`src/verilog/ipd_pkg.sv`:
```
// ipd_pkg: constants shared by the synthesizer core and its serial host
// assumes a single 25 MHz system clock; ref and rf inputs are sampled as enables
package ipd_pkg;
  localparam int WORD_W        = 18;
  localparam int ADDR_POS      = 0;
  localparam int REF_CNT_LSB   = 1;
  localparam int REF_CNT_W     = 10;
  localparam int POL_POS       = 12;
  localparam int TRI_POS       = 11;
  localparam int TEST_POS      = 14;
  localparam int SWAL_LSB      = 3;
  localparam int SWAL_W        = 5;
  localparam int MAIN_LSB      = 8;
  localparam int MAIN_W        = 10;
  localparam int POWER_DOWN_BIT_POS      = 2;
  localparam int PRE_DIV       = 32;
  localparam int REF_MIN       = 2;
  localparam logic [16:0] REF_RST = 17'h0_0002;
  localparam logic [16:0] FB_RST  = 17'h0_0004;
  localparam int CLK_HZ        = 25_000_000;
  localparam int SCK_HALF_NS   = 80;
  localparam int SCK_HALF_CYC  = (SCK_HALF_NS * (CLK_HZ / 1_000_000) + 999) / 1000;
  typedef enum logic [1:0] {PUMP_OFF = 2'b00, PUMP_UP = 2'b01, PUMP_DN = 2'b10} ipd_pump_t;
endpackage

```
`src/verilog/ipd_link_if.sv`:
```
// ipd_link_if: three-wire serial port plus chip enable between host and core
// assumes both ends share clk
`timescale 1ns/1ps
`default_nettype none
interface ipd_link_if;
  logic sck;
  logic sdata;
  logic load_strobe;
  logic chip_en;
  modport host (output sck, output sdata, output load_strobe, output chip_en);
  modport dev  (input sck, input sdata, input load_strobe, input chip_en);
endinterface
`default_nettype wire

```
`src/verilog/ipd_core.sv`:
```
// ipd_core: digital core of an integer-n synthesizer (serial port, dividers, detector, pump)
// assumes ref/rf inputs are levels synchronous to clk; the core edge-detects them into one-cycle enables
// Functional notes
// [RULE1] reference divider 10 bits, ratio 2..1023
// [RULE2] reference divider clocked from oscillator input
// [RULE3] feedback: 5-bit swallow, 10-bit main counter
// [RULE4] prescaler divides by 32 or 33
// [RULE5] detector compares both dividers, drives pump
// [RULE6] polarity bit swaps up and down
// [RULE7] pump up, down, else high impedance
// [RULE8] host keeps detector rate at 10 MHz max
// [RULE9] shift data on serial clock rising edge
// [RULE10] host sends msb first, address last
// [RULE11] last bit selects destination latch
// [RULE12] load strobe rise copies word into latch
// [RULE13] chip enable low forces power down
// [RULE14] power-down bit stops dividers and inputs
// [RULE15] power down tristates pump and detector
// [RULE16] power down resets both dividers
// [RULE17] restart feedback aligned to reference
// [RULE18] serial port works during power down
// [RULE19] address 1 reference, 0 feedback register
// [RULE20] pump disable bit tristates pump, detector; with the test bit also set the code still drives the pump from a divider
// [RULE21] polarity clear means negative vco slope
// [RULE22] test bit routes a divider to pump
// [RULE23] ratio is 32 times main plus swallow
`timescale 1ns/1ps
`default_nettype none
module ipd_core
  import ipd_pkg::*;
(
  input  wire logic clk,
  input  wire logic nrst,
  ipd_link_if.dev   link,
  input  wire logic ref_osc_input,
  input  wire logic rf_input_pos,
  input  wire logic rf_input_neg,
  output logic      pump_up,
  output logic      pump_down,
  output logic      pump_output,
  output logic      pump_output_oe,
  output logic      rf_input_en,
  output logic      ref_osc_en,
  output logic      powered_down,
  output logic [16:0] ref_word,
  output logic [16:0] fb_word
);
  import ipd_pkg::*;
  logic [WORD_W-1:0] shift_reg;
  logic              sck_d_reg;
  logic              ls_d_reg;
  logic              ref_d_reg;
  logic              rf_d_reg;
  logic              pd;
  logic              ref_edge;
  logic              rf_edge;
  logic              pre_tick;
  logic              ref_tick;
  logic              fb_tick;
  logic [5:0]        pre_cnt_reg;
  logic              swal_done_reg;
  logic [SWAL_W-1:0] swal_cnt_reg;
  logic [MAIN_W-1:0] main_cnt_reg;
  logic              up_reg;
  logic              dn_reg;
  logic              hold_reg;
  logic              tri_mode;
  logic              test_on;
  logic              pol;

  // serial port never gated by power down [RULE18]
  always_ff @(posedge clk or negedge nrst) begin
    if (!nrst) begin
      sck_d_reg <= 1'b0;
      ls_d_reg  <= 1'b0;
      shift_reg <= '0;
    end else begin
      sck_d_reg <= link.sck;
      ls_d_reg  <= link.load_strobe;
      if (link.sck && !sck_d_reg) begin
        shift_reg <= {shift_reg[WORD_W-2:0], link.sdata}; // [RULE9]
      end
    end
  end

  always_ff @(posedge clk or negedge nrst) begin
    if (!nrst) begin
      ref_word <= REF_RST;
      fb_word  <= FB_RST;
    end else if (link.load_strobe && !ls_d_reg) begin // [RULE12]
      if (shift_reg[ADDR_POS]) begin // [RULE11] [RULE19]
        ref_word <= shift_reg[WORD_W-1:1];
      end else begin
        fb_word <= shift_reg[WORD_W-1:1];
      end
    end
  end

  // chip enable acts without the clock; the bit path is registered [RULE13] [RULE14]
  assign pd           = !link.chip_en || fb_word[POWER_DOWN_BIT_POS-1];
  assign powered_down = pd;
  assign rf_input_en  = !pd;
  assign ref_osc_en   = !pd;

  // inputs treated as synchronous; edge detect turns them into enables
  always_ff @(posedge clk or negedge nrst) begin
    if (!nrst) begin
      ref_d_reg <= 1'b0;
      rf_d_reg  <= 1'b0;
    end else begin
      ref_d_reg <= ref_osc_input;
      rf_d_reg  <= rf_input_pos && !rf_input_neg;
    end
  end
  assign ref_edge = ref_osc_input && !ref_d_reg && !pd; // [RULE2]
  assign rf_edge  = rf_input_pos && !rf_input_neg && !rf_d_reg && !pd;

  // reference divider; ratios below two are held at two [RULE1]
  ipd_prog_div #(.W(REF_CNT_W)) u_ref_div (
    .clk   (clk),
    .nrst  (nrst),
    .clr   (pd), // [RULE16]
    .en    (ref_edge),
    .ratio ((ref_word[REF_CNT_LSB-1 +: REF_CNT_W] < REF_CNT_W'(REF_MIN)) ?
            REF_CNT_W'(REF_MIN) : ref_word[REF_CNT_LSB-1 +: REF_CNT_W]),
    .tick  (ref_tick)
  );

  // dual-modulus prescaler: 33 while swallowing, else 32 [RULE4]
  always_ff @(posedge clk or negedge nrst) begin
    if (!nrst) begin
      pre_cnt_reg <= '0;
      pre_tick    <= 1'b0;
    end else if (pd) begin
      pre_cnt_reg <= '0;
      pre_tick    <= 1'b0;
    end else begin
      pre_tick <= 1'b0;
      if (rf_edge && !hold_reg) begin
        // one extra rf cycle per output while swallowing
        if (pre_cnt_reg >= (swal_done_reg ? 6'(PRE_DIV - 1) : 6'(PRE_DIV))) begin
          pre_cnt_reg <= '0;
          pre_tick    <= 1'b1;
        end else begin
          pre_cnt_reg <= pre_cnt_reg + 6'h01;
        end
      end
    end
  end

  // swallow and main counters; main must be >= swallow [RULE3] [RULE23]
  always_ff @(posedge clk or negedge nrst) begin
    if (!nrst) begin
      swal_cnt_reg  <= '0;
      main_cnt_reg  <= '0;
      swal_done_reg <= 1'b0;
      hold_reg      <= 1'b1;
      fb_tick       <= 1'b0;
    end else if (pd) begin // [RULE16]
      swal_cnt_reg  <= '0;
      main_cnt_reg  <= '0;
      swal_done_reg <= (fb_word[SWAL_LSB-1 +: SWAL_W] == '0);
      hold_reg      <= 1'b1;
      fb_tick       <= 1'b0;
    end else begin
      fb_tick <= 1'b0;
      // rf counting waits for the first reference edge, the one that also starts
      // the reference divider, so both restart within one rf cycle [RULE17]
      if (hold_reg && ref_edge) begin
        hold_reg <= 1'b0;
      end
      if (pre_tick) begin
        if (swal_cnt_reg + 5'h1 >= fb_word[SWAL_LSB-1 +: SWAL_W]) begin
          swal_done_reg <= 1'b1;
        end
        swal_cnt_reg <= swal_cnt_reg + 5'h1;
        if (main_cnt_reg + MAIN_W'(1) >= fb_word[MAIN_LSB-1 +: MAIN_W]) begin
          main_cnt_reg  <= '0;
          swal_cnt_reg  <= '0;
          swal_done_reg <= (fb_word[SWAL_LSB-1 +: SWAL_W] == '0);
          fb_tick       <= 1'b1;
        end else begin
          main_cnt_reg <= main_cnt_reg + MAIN_W'(1);
        end
      end
    end
  end

  assign test_on  = ref_word[TEST_POS-1];
  assign tri_mode = ref_word[TRI_POS-1];
  assign pol      = ref_word[POL_POS-1];

  // phase/frequency detector: set on own edge, clear when both seen [RULE5]
  always_ff @(posedge clk or negedge nrst) begin
    if (!nrst) begin
      up_reg <= 1'b0;
      dn_reg <= 1'b0;
    end else if (pd || tri_mode) begin // [RULE15] [RULE20]
      up_reg <= 1'b0;
      dn_reg <= 1'b0;
    end else begin
      if ((up_reg || ref_tick) && (dn_reg || fb_tick)) begin
        up_reg <= 1'b0;
        dn_reg <= 1'b0;
      end else begin
        up_reg <= up_reg || ref_tick;
        dn_reg <= dn_reg || fb_tick;
      end
    end
  end

  // positive slope: ref ahead pumps up; negative slope swaps [RULE6] [RULE21]
  always_comb begin
    pump_up        = 1'b0;
    pump_down      = 1'b0;
    pump_output    = 1'b0;
    pump_output_oe = 1'b0;
    if (pd) begin
      pump_output_oe = 1'b0; // [RULE13] [RULE15]
    end else if (test_on) begin
      pump_output_oe = 1'b1; // [RULE22]
      pump_output    = pol ? fb_tick : ref_tick;
    end else if (!tri_mode) begin
      pump_up   = pol ? up_reg : dn_reg;
      pump_down = pol ? dn_reg : up_reg;
      pump_output_oe = pump_up ^ pump_down; // [RULE7]
      pump_output    = pump_up;
    end
  end
endmodule
`default_nettype wire

```
`src/verilog/ipd_prog_div.sv`:
```
// ipd_prog_div: programmable divider counting input enables, one pulse per wrap
// assumes en pulses are one clk wide
`timescale 1ns/1ps
`default_nettype none
module ipd_prog_div #(
  parameter int W = 10
) (
  input  wire logic         clk,
  input  wire logic         nrst,
  input  wire logic         clr,
  input  wire logic         en,
  input  wire logic [W-1:0] ratio,
  output logic              tick
);
  logic [W-1:0] cnt_reg;
  always_ff @(posedge clk or negedge nrst) begin
    if (!nrst) begin
      cnt_reg <= '0;
      tick    <= 1'b0;
    end else if (clr) begin
      cnt_reg <= '0;
      tick    <= 1'b0;
    end else begin
      tick <= 1'b0;
      if (en) begin
        if (cnt_reg >= ratio - W'(1)) begin
          cnt_reg <= '0;
          tick    <= 1'b1;
        end else begin
          cnt_reg <= cnt_reg + W'(1);
        end
      end
    end
  end
endmodule
`default_nettype wire
```
`src/flat_wrapper.sv`:
```
// flat-port wrapper written by rule: the top's interface ports become plain ports
module ipd_core_flat import ipd_pkg::*;
  (clk, nrst, ref_osc_input, rf_input_pos, rf_input_neg, pump_up, pump_down, pump_output, pump_output_oe, rf_input_en, ref_osc_en, powered_down, ref_word, fb_word, link_sck, link_sdata, link_load_strobe, link_chip_en);
  ipd_link_if link_i ();
  input  wire logic clk;
  input  wire logic nrst;
  input  wire logic ref_osc_input;
  input  wire logic rf_input_pos;
  input  wire logic rf_input_neg;
  output logic pump_up;
  output logic pump_down;
  output logic pump_output;
  output logic pump_output_oe;
  output logic rf_input_en;
  output logic ref_osc_en;
  output logic powered_down;
  output logic [16:0] ref_word;
  output logic [16:0] fb_word;
  input wire logic [$bits(link_i.sck)-1:0] link_sck;
  input wire logic [$bits(link_i.sdata)-1:0] link_sdata;
  input wire logic [$bits(link_i.load_strobe)-1:0] link_load_strobe;
  input wire logic [$bits(link_i.chip_en)-1:0] link_chip_en;
  assign link_i.sck = link_sck;
  assign link_i.sdata = link_sdata;
  assign link_i.load_strobe = link_load_strobe;
  assign link_i.chip_en = link_chip_en;
  ipd_core u_core (.clk(clk), .nrst(nrst), .link(link_i), .ref_osc_input(ref_osc_input), .rf_input_pos(rf_input_pos), .rf_input_neg(rf_input_neg), .pump_up(pump_up), .pump_down(pump_down), .pump_output(pump_output), .pump_output_oe(pump_output_oe), .rf_input_en(rf_input_en), .ref_osc_en(ref_osc_en), .powered_down(powered_down), .ref_word(ref_word), .fb_word(fb_word));
endmodule
```
`config.mk`:
```
export PLATFORM = sky130hd
export DESIGN_NAME = ipd_core_flat
export DESIGN_NICKNAME = d
export VERILOG_FILES = /design/src/verilog/ipd_pkg.sv /design/src/verilog/ipd_link_if.sv /design/src/verilog/ipd_core.sv /design/src/verilog/ipd_prog_div.sv /design/src/flat_wrapper.sv
export SDC_FILE = /design/constraint.sdc
export NUM_CORES = 1
export LEC_CHECK = 0
export ABC_CLOCK_PERIOD_IN_PS = 4300
export BUFFER_PORTS_ARGS = -buffer_cell sky130_fd_sc_hd__buf_2
export CAP_MARGIN = 10
export CORE_ASPECT_RATIO = 1.2
export CORE_MARGIN = 4
export CORE_UTILIZATION = 50
export CTS_CLUSTER_SIZE = 14
export DETAILED_ROUTE_END_ITERATION = 7
export MAX_ROUTING_LAYER = met4
export PLACE_DENSITY = 0.69
export SLEW_MARGIN = 0
export SYNTH_ARGS = -nofsm -noshare
export SYNTH_HDL_FRONTEND = slang
export SYNTH_SLANG_ARGS = --single-unit
export TNS_END_PERCENT = 30
```
`constraint.sdc`:
```
create_clock -name clk -period 4.3 [get_ports clk]
set_input_delay 0.645 -clock clk [delete_from_list [all_inputs] [get_ports clk]]
set_output_delay 0.645 -clock clk [all_outputs]
set_load 0.01 [all_outputs]
```
==> run metrics, run 1 <==
synthesized area=5050 sq um; die height=118 um; root buffer cell=clkbuf_16; crit-path max FO=12; Design Area, Final=5720 sq um; layout cell share with drive strength beyond 1=23.5%; max_cap viols=0; vias in the first global route=3897; # rows=39; post-route ant nets=0; Clock power frac=25.6%; top cells by count, synth=dfrtp_1 (91), nand2_1 (55), mux2_2 (40); Top FF cell, synth=dfrtp_1; RSZ-0062 raised after global routing=no; Worst Reg-to-Reg Cells=11; CTS Buf Count=9; Setup violations, final=0; top-count cell post-synth=dfrtp_1; CP endpoint kind=flop; PwrDens=551 nW/um^2; leading area contributor after synthesis=dfrtp_1; synthesis-stage register bit count=94; first-pass GRT wire length=19100 um; drt initial violations=207; pins over their slew limit=0; GR Overflow Total=0; syn avg cell area=10.4 sq um; crit share post-route=89.5%; Port-buffer cells=49; Final Hold Fails=0; # nets final=576; Final Skew=0.00944 ns; Reg clk slew, reported paths=0.08 ns; yosys warns=0; initial core utilization=52.0%; CP Data Arrival Time=4.11 ns; initial antenna violation count=0; Setup CP Type=flop to flop; total negative slack=0 ns; minimum hold slack=0.411 ns; Via Count=3794; Avg WL per Cell=16.9 um; Worst Path Required=4.57 ns; placed instance area=5420 sq um; Residual DRC=0; fin crit period=3.85 ns; htree depth=3; dpl cells=643; DIE WIDTH=99.7 um; pre-CTS setup slack=0.523 ns; post-synthesis sequential area ratio=46.7%; main area contributors after synthesis=dfrtp_1 (45%), ha_1 (8.9%), mux2_2 (8.9%); Min-Delay Path Class=input port to async pin; vias per cell=5.76; sequential power share=42.1%; Pint=1.96 mW; grt peak-use layer=met2; Post-synth EDFFs=0; DRT Wirelength=11200 um; Clock Tree Buf Depth=2; I/O pin count=50; total global-route track usage=20.5%; Psw=1.19 mW; Peak Freq=260 MHz; Async S/R FF share, synth=100%; DRT Pass-1 Iters=4; antenna cells=0; Leak=2.66 nW; synthesis-to-layout area growth=13.3%; largest net degree at the start of global routing=70; Placer Congestion=0.844; CTS sink cnt=94; DIE AREA=11800 sq um; final std cells w/o fill=659; post-synth cell types=58; worst slew pin tran=1.01 ns; combinational share of power=32.3%; share of the synthesized area in the top cell type=45.1%; Worst Setup Slack, final=0.453 ns; CTS Hold Bufs=0; Max-slew headroom=32.5%; detailed placement HPWL=7830 um; grt met3 use=3.79%; met1 Track Usage GR=28.0%; CP Launch Type=flop; CTS tree=built; status=complete, no violations; Setup Buffers After CTS=0; met2 usage in global routing=31.4%; worst skew pair latency=0.35 ns; Core Area=9710 sq um; Syn Nets=529; maximum vdd drop=0.314 mV; CTS resizes=0; Largest register FFs=18; Mapped Cells=484; Sw Ratio=37.9%
## placed cells by master (no fill, tap or decap), types with 3 or more instances in the layout
cell type  Yosys  final
a211oi_1       6      6
a21o_1         3      3
a21oi_1       21     21
a31o_2         3      3
a31oi_1        7      7
and3_1         3      3
buf_2          2     48
buf_4          1      5
clkbuf_16      0      9
dfrtp_1       91     91
dfstp_2        3      3
ha_1          36     36
inv_1         25     25
inv_6          0      3
mux2_2        40     40
nand2_1       55     55
nand2b_1       7      7
nand3_1       16     16
nand4_1        4      4
nor2_1        24     24
nor2b_1        4      4
nor3_1         7      7
nor4_1         3      3
o2111ai_1     11     11
o211ai_1       6      6
o21ai_0       23     23
o22ai_1        4      4
xnor2_1       12     12
xor2_1        12     12
## cell families after synthesis
kind of cell    after synthesis  synth area share [%]
fa+ha+maj                    36                  8.92
buf+inv                      44                  3.39
compound gates              104                  13.9
xor+xnor                     24                  4.16
simple gates                140                  13.6
flops                        94                  46.7
mux                          42                  9.32
## worst max-delay path, stage by stage (launching register included)
cell	delay, ns
dfrtp_1	0.44
or4_1	0.58
o41ai_1	0.49
ha_1	0.32
nand2_1	0.09
nor4_1	0.23
xnor2_1	0.11
ha_1	0.20
a2111oi_0	0.44
o211a_1	0.49
nand2_1	0.16
o22ai_1	0.23
## path summary, 6_finish.rpt
check                                                from                                       to  slack [ns]
max                        u_core.ref_word[6]$_DFFE_PN0P_  u_core.u_ref_div.cnt_reg[5]$_DFFE_PN0P_        0.45
max reg2reg                u_core.ref_word[6]$_DFFE_PN0P_  u_core.u_ref_div.cnt_reg[5]$_DFFE_PN0P_        0.45
min in group clk                                 link_sck               u_core.sck_d_reg$_DFF_PN0_        0.41
max in group asynchronous                            nrst       u_core.main_cnt_reg[0]$_DFFE_PN0P_        3.01
min reg2reg                   u_core.hold_reg$_DFFE_PN1P_              u_core.hold_reg$_DFFE_PN1P_        0.47
min                                                  nrst  u_core.u_ref_div.cnt_reg[2]$_DFFE_PN0P_        0.41
## area by class of cell
| type | count | area, sq um |
|---|---|---|
| clock buffer | 9 | 225 |
| clock inverter | 7 | 81.3 |
| fill | 811 | 3990 |
| inverter | 27 | 101 |
| multi-input combinational | 346 | 2530 |
| sequential | 94 | 2360 |
| tap | 123 | 154 |
| timing repair buffer | 53 | 278 |
## power groups by stage
stage	Combinational, mW	Sequential (mW)	Clock [mW]
CTS	1.03	1.32	0.821
global route	1.15	1.35	0.861
global placement	0.990	1.33	0
finish	1.02	1.33	0.808
detailed placement	1.02	1.34	0
floorplan	0.636	1.33	0
## layer usage
layer / up-vias / routed length (um)
li1: 1856 / -
met4: 0 / 110
met1: 1839 / 5200
met2: 89 / 5340
met3: 10 / 494
met5: - / 0
## through the flow
step / total power, mW / util (%)
6_report: 3.15 / 58.9
5_1_grt: 3.36 / 58.9
4_1_cts: 3.17 / 58.9
3_5_place_dp: 2.36 / 55.8
3_3_place_gp: 2.32 / 55.8
2_1_floorplan: 1.96 / -
Power figures use the tool's default switching activity.
==> inputs of run 2 (changes only) <==
- GPL_TIMING_DRIVEN: not set -> 0
==> run 2 against run 1 <==
Net effect:
- flip-flop and latch count did not move
- die area did not move
- global-route usage is 1.1 points higher
- combinational power about the same
==> run metrics, run 2 (synthesis results as in run 1) <==
status=complete, no violations; Slowest-stage cell, CP=or4_1; Reg clk slew, reported paths=0.07 ns (about the same); die height=118 um (unchanged); detailed placement HPWL=8430 um (+7.7%); first-pass GRT wire length=19700 um (+3.3%); commonest cells after routing, fill and taps aside=dfrtp_1 (91), nand2_1 (55), buf_2 (50); crit-path most repeated cell=ha_1; CTS resizes=0 (unchanged); Final Skew=0.00794 ns (-0.00149 ns); Multi-input gate area=2520 sq um (-0.20%); DRT Pass-1 Iters=4 (unchanged); synthesis-to-layout area growth=14.1%; crit share post-route=88.7% (-0.77 points); largest net degree at the start of global routing=49 (-30%); slowest stage delay, CP=0.59 ns (about the same); PwrDens=544 nW/um^2 (-1.3%); Setup CP Type=flop to flop; CTS Hold Bufs=0 (unchanged); total negative slack=0 ns (unchanged); Final Hold Fails=0 (unchanged); Reg area=2360 sq um (unchanged); worst skew pair latency=0.35 ns (about the same); DRT Wirelength=11600 um (+4.4%); combinational share of power=32.8% (+0.5 points); CTS Buf Count=9 (unchanged); post-route ant nets=0 (unchanged); crit-path max FO=10 (-2); Sw Ratio=37.7% (-0.15 points); Via Count=3934 (+3.7%); antenna cells=0 (unchanged); vias in the first global route=3982 (+2.2%); Placer Congestion=0.859 (+1.8%); Setup violations, final=0 (unchanged); Psw=1.18 mW (-1.0%); Leak=2.67 nW (+0.33%); maximum vdd drop=0.430 mV (+37%); initial core utilization=52.0% (unchanged); CP Launch Type=flop; Largest register FFs=18 (unchanged); Core Area=9710 sq um (unchanged); total global-route track usage=21.5% (+1.1 points); # rows=39 (unchanged); pins over their slew limit=0 (unchanged); Worst Path Required=4.58 ns (about the same); final std cells w/o fill=673 (+2.1%); GR Overflow Total=0 (unchanged); CTS tree=built; vias per cell=5.85 (+1.5%); CP endpoint kind=flop; CP Data Arrival Time=4.09 ns (-0.02 ns); Fillers=848 (+4.6%); dpl cells=657 (+2.2%); CTS sink cnt=94 (unchanged); DIE AREA=11800 sq um (unchanged); RSZ-0062 raised after global routing=no; Peak Freq=262 MHz (+0.86%); Setup Buffers After CTS=0 (unchanged); commonest non-fill, non-tap cell in the layout=dfrtp_1; Min-Delay Path Class=input port to async pin; root buffer cell=clkbuf_16; I/O pin count=50 (unchanged); layout cell share with drive strength beyond 1=22.5% (-0.96 points); htree depth=3 (unchanged); Clock Tree Buf Depth=2 (unchanged); DIE WIDTH=99.7 um (unchanged); drt initial violations=141 (-32%); Max-slew headroom=55.5% (+23 points); Clock power frac=24.7% (-0.9 points); sequential power share=42.6% (+0.5 points); Pint=1.95 mW (-0.40%); Port-buffer cells=49 (unchanged); # nets final=590 (+2.4%); max_cap viols=0 (unchanged); initial antenna violation count=0 (unchanged); fin crit period=3.81 ns (-0.0329 ns); Avg WL per Cell=17.3 um (+2.2%); crit-path cells=or4_1, o41ai_1, ha_1, nand2_1, nor4_1, xnor2_1, ha_1, a2111oi_0, o211a_1, buf_2, a31oi_1, a21oi_1; worst slew pin tran=0.664 ns (-0.346 ns); Residual DRC=0 (unchanged)
==> run 2: cell types whose count changed in the layout (fill, tap and decap cells not counted), sizes merged <==
cell and change:
inv -2, clkinvlp +1, buf +2, clkbuf +13
==> run 2: stage by stage <==
| step | total power, mW | area (sq um) | hold slack, ns | worst slack [ns] | utilization (%) |
|---|---|---|---|---|---|
| after floorplan | 1.96 | 5050 | 0.349 | 1.04 | - |
| after global placement | 2.32 | 5450 | 0.441 | 0.639 | 56.1 |
| after detailed placement | 2.37 | 5480 | 0.452 | 0.522 | 56.4 |
| after CTS | 3.15 | 5760 | 0.313 | 0.479 | 59.3 |
| after global routing | 3.34 | 5760 | 0.336 | 0.112 | 59.3 |
| final | 3.13 | 5760 | 0.303 | 0.486 | 59.3 |
==> run 2: final timing paths <==
check | slack (ns) | start | to | depth (start not counted)
setup / recovery | 0.49 | u_core.ref_word[8]$_DFFE_PN0P_ | u_core.u_ref_div.cnt_reg[4]$_DFFE_PN0P_ | 12
hold / removal | 0.30 | nrst | u_core.u_ref_div.cnt_reg[2]$_DFFE_PN0P_ | 1
setup reg to reg | 0.49 | u_core.ref_word[8]$_DFFE_PN0P_ | u_core.u_ref_div.cnt_reg[4]$_DFFE_PN0P_ | 12
hold reg to reg | 0.47 | u_core.u_ref_div.tick$_DFF_PN0_ | u_core.dn_reg$_DFF_PN0_ | 1
max in group asynchronous | 3.30 | nrst | u_core.hold_reg$_DFFE_PN1P_ | 2
min in group clk | 0.41 | link_sck | u_core.sck_d_reg$_DFF_PN0_ | 1
==> run 2: critical path, delay by kind of cell, from the launching register on <==
kind | cells | cell delay, ns
adder cells (fa/ha/maj) | 2 | 0.51
flip-flops | 1 | 0.44
AND/OR/NAND/NOR | 3 | 0.94
buffers and inverters | 1 | 0.23
XOR/XNOR | 1 | 0.11
AO/OA/AOI/OAI | 5 | 1.51
==> run 2: layout make-up <==
class / count / share of cell area (%)
Multi-Input combinational cell: 346 / 43.8
Sequential cell: 94 / 40.9
Timing Repair Buffer: 50 / 4.78
Clock buffer: 10 / 3.97
Tap cell: 123 / 2.67
Inverter: 27 / 1.76
Buffer: 17 / 1.22
Clock inverter: 6 / 0.934
==> run 2: per-layer routing <==
layer  part of all wire, %  GRT usage, %  up-vias
li1                      -             -     1885
met4                   1.7          6.32        0
met1                    46          28.0     1953
met2                    49          33.4       81
met3                   3.7          5.16       15
met5                     0             -        -
==> run 2: power groups by stage <==
stage	Clock [mW]	Sequential (mW)	Combinational, mW
floorplan	0	1.33	0.636
global placement	0	1.34	0.984
detailed placement	0	1.35	1.02
CTS	0.785	1.33	1.03
global route	0.820	1.37	1.15
finish	0.772	1.33	1.03
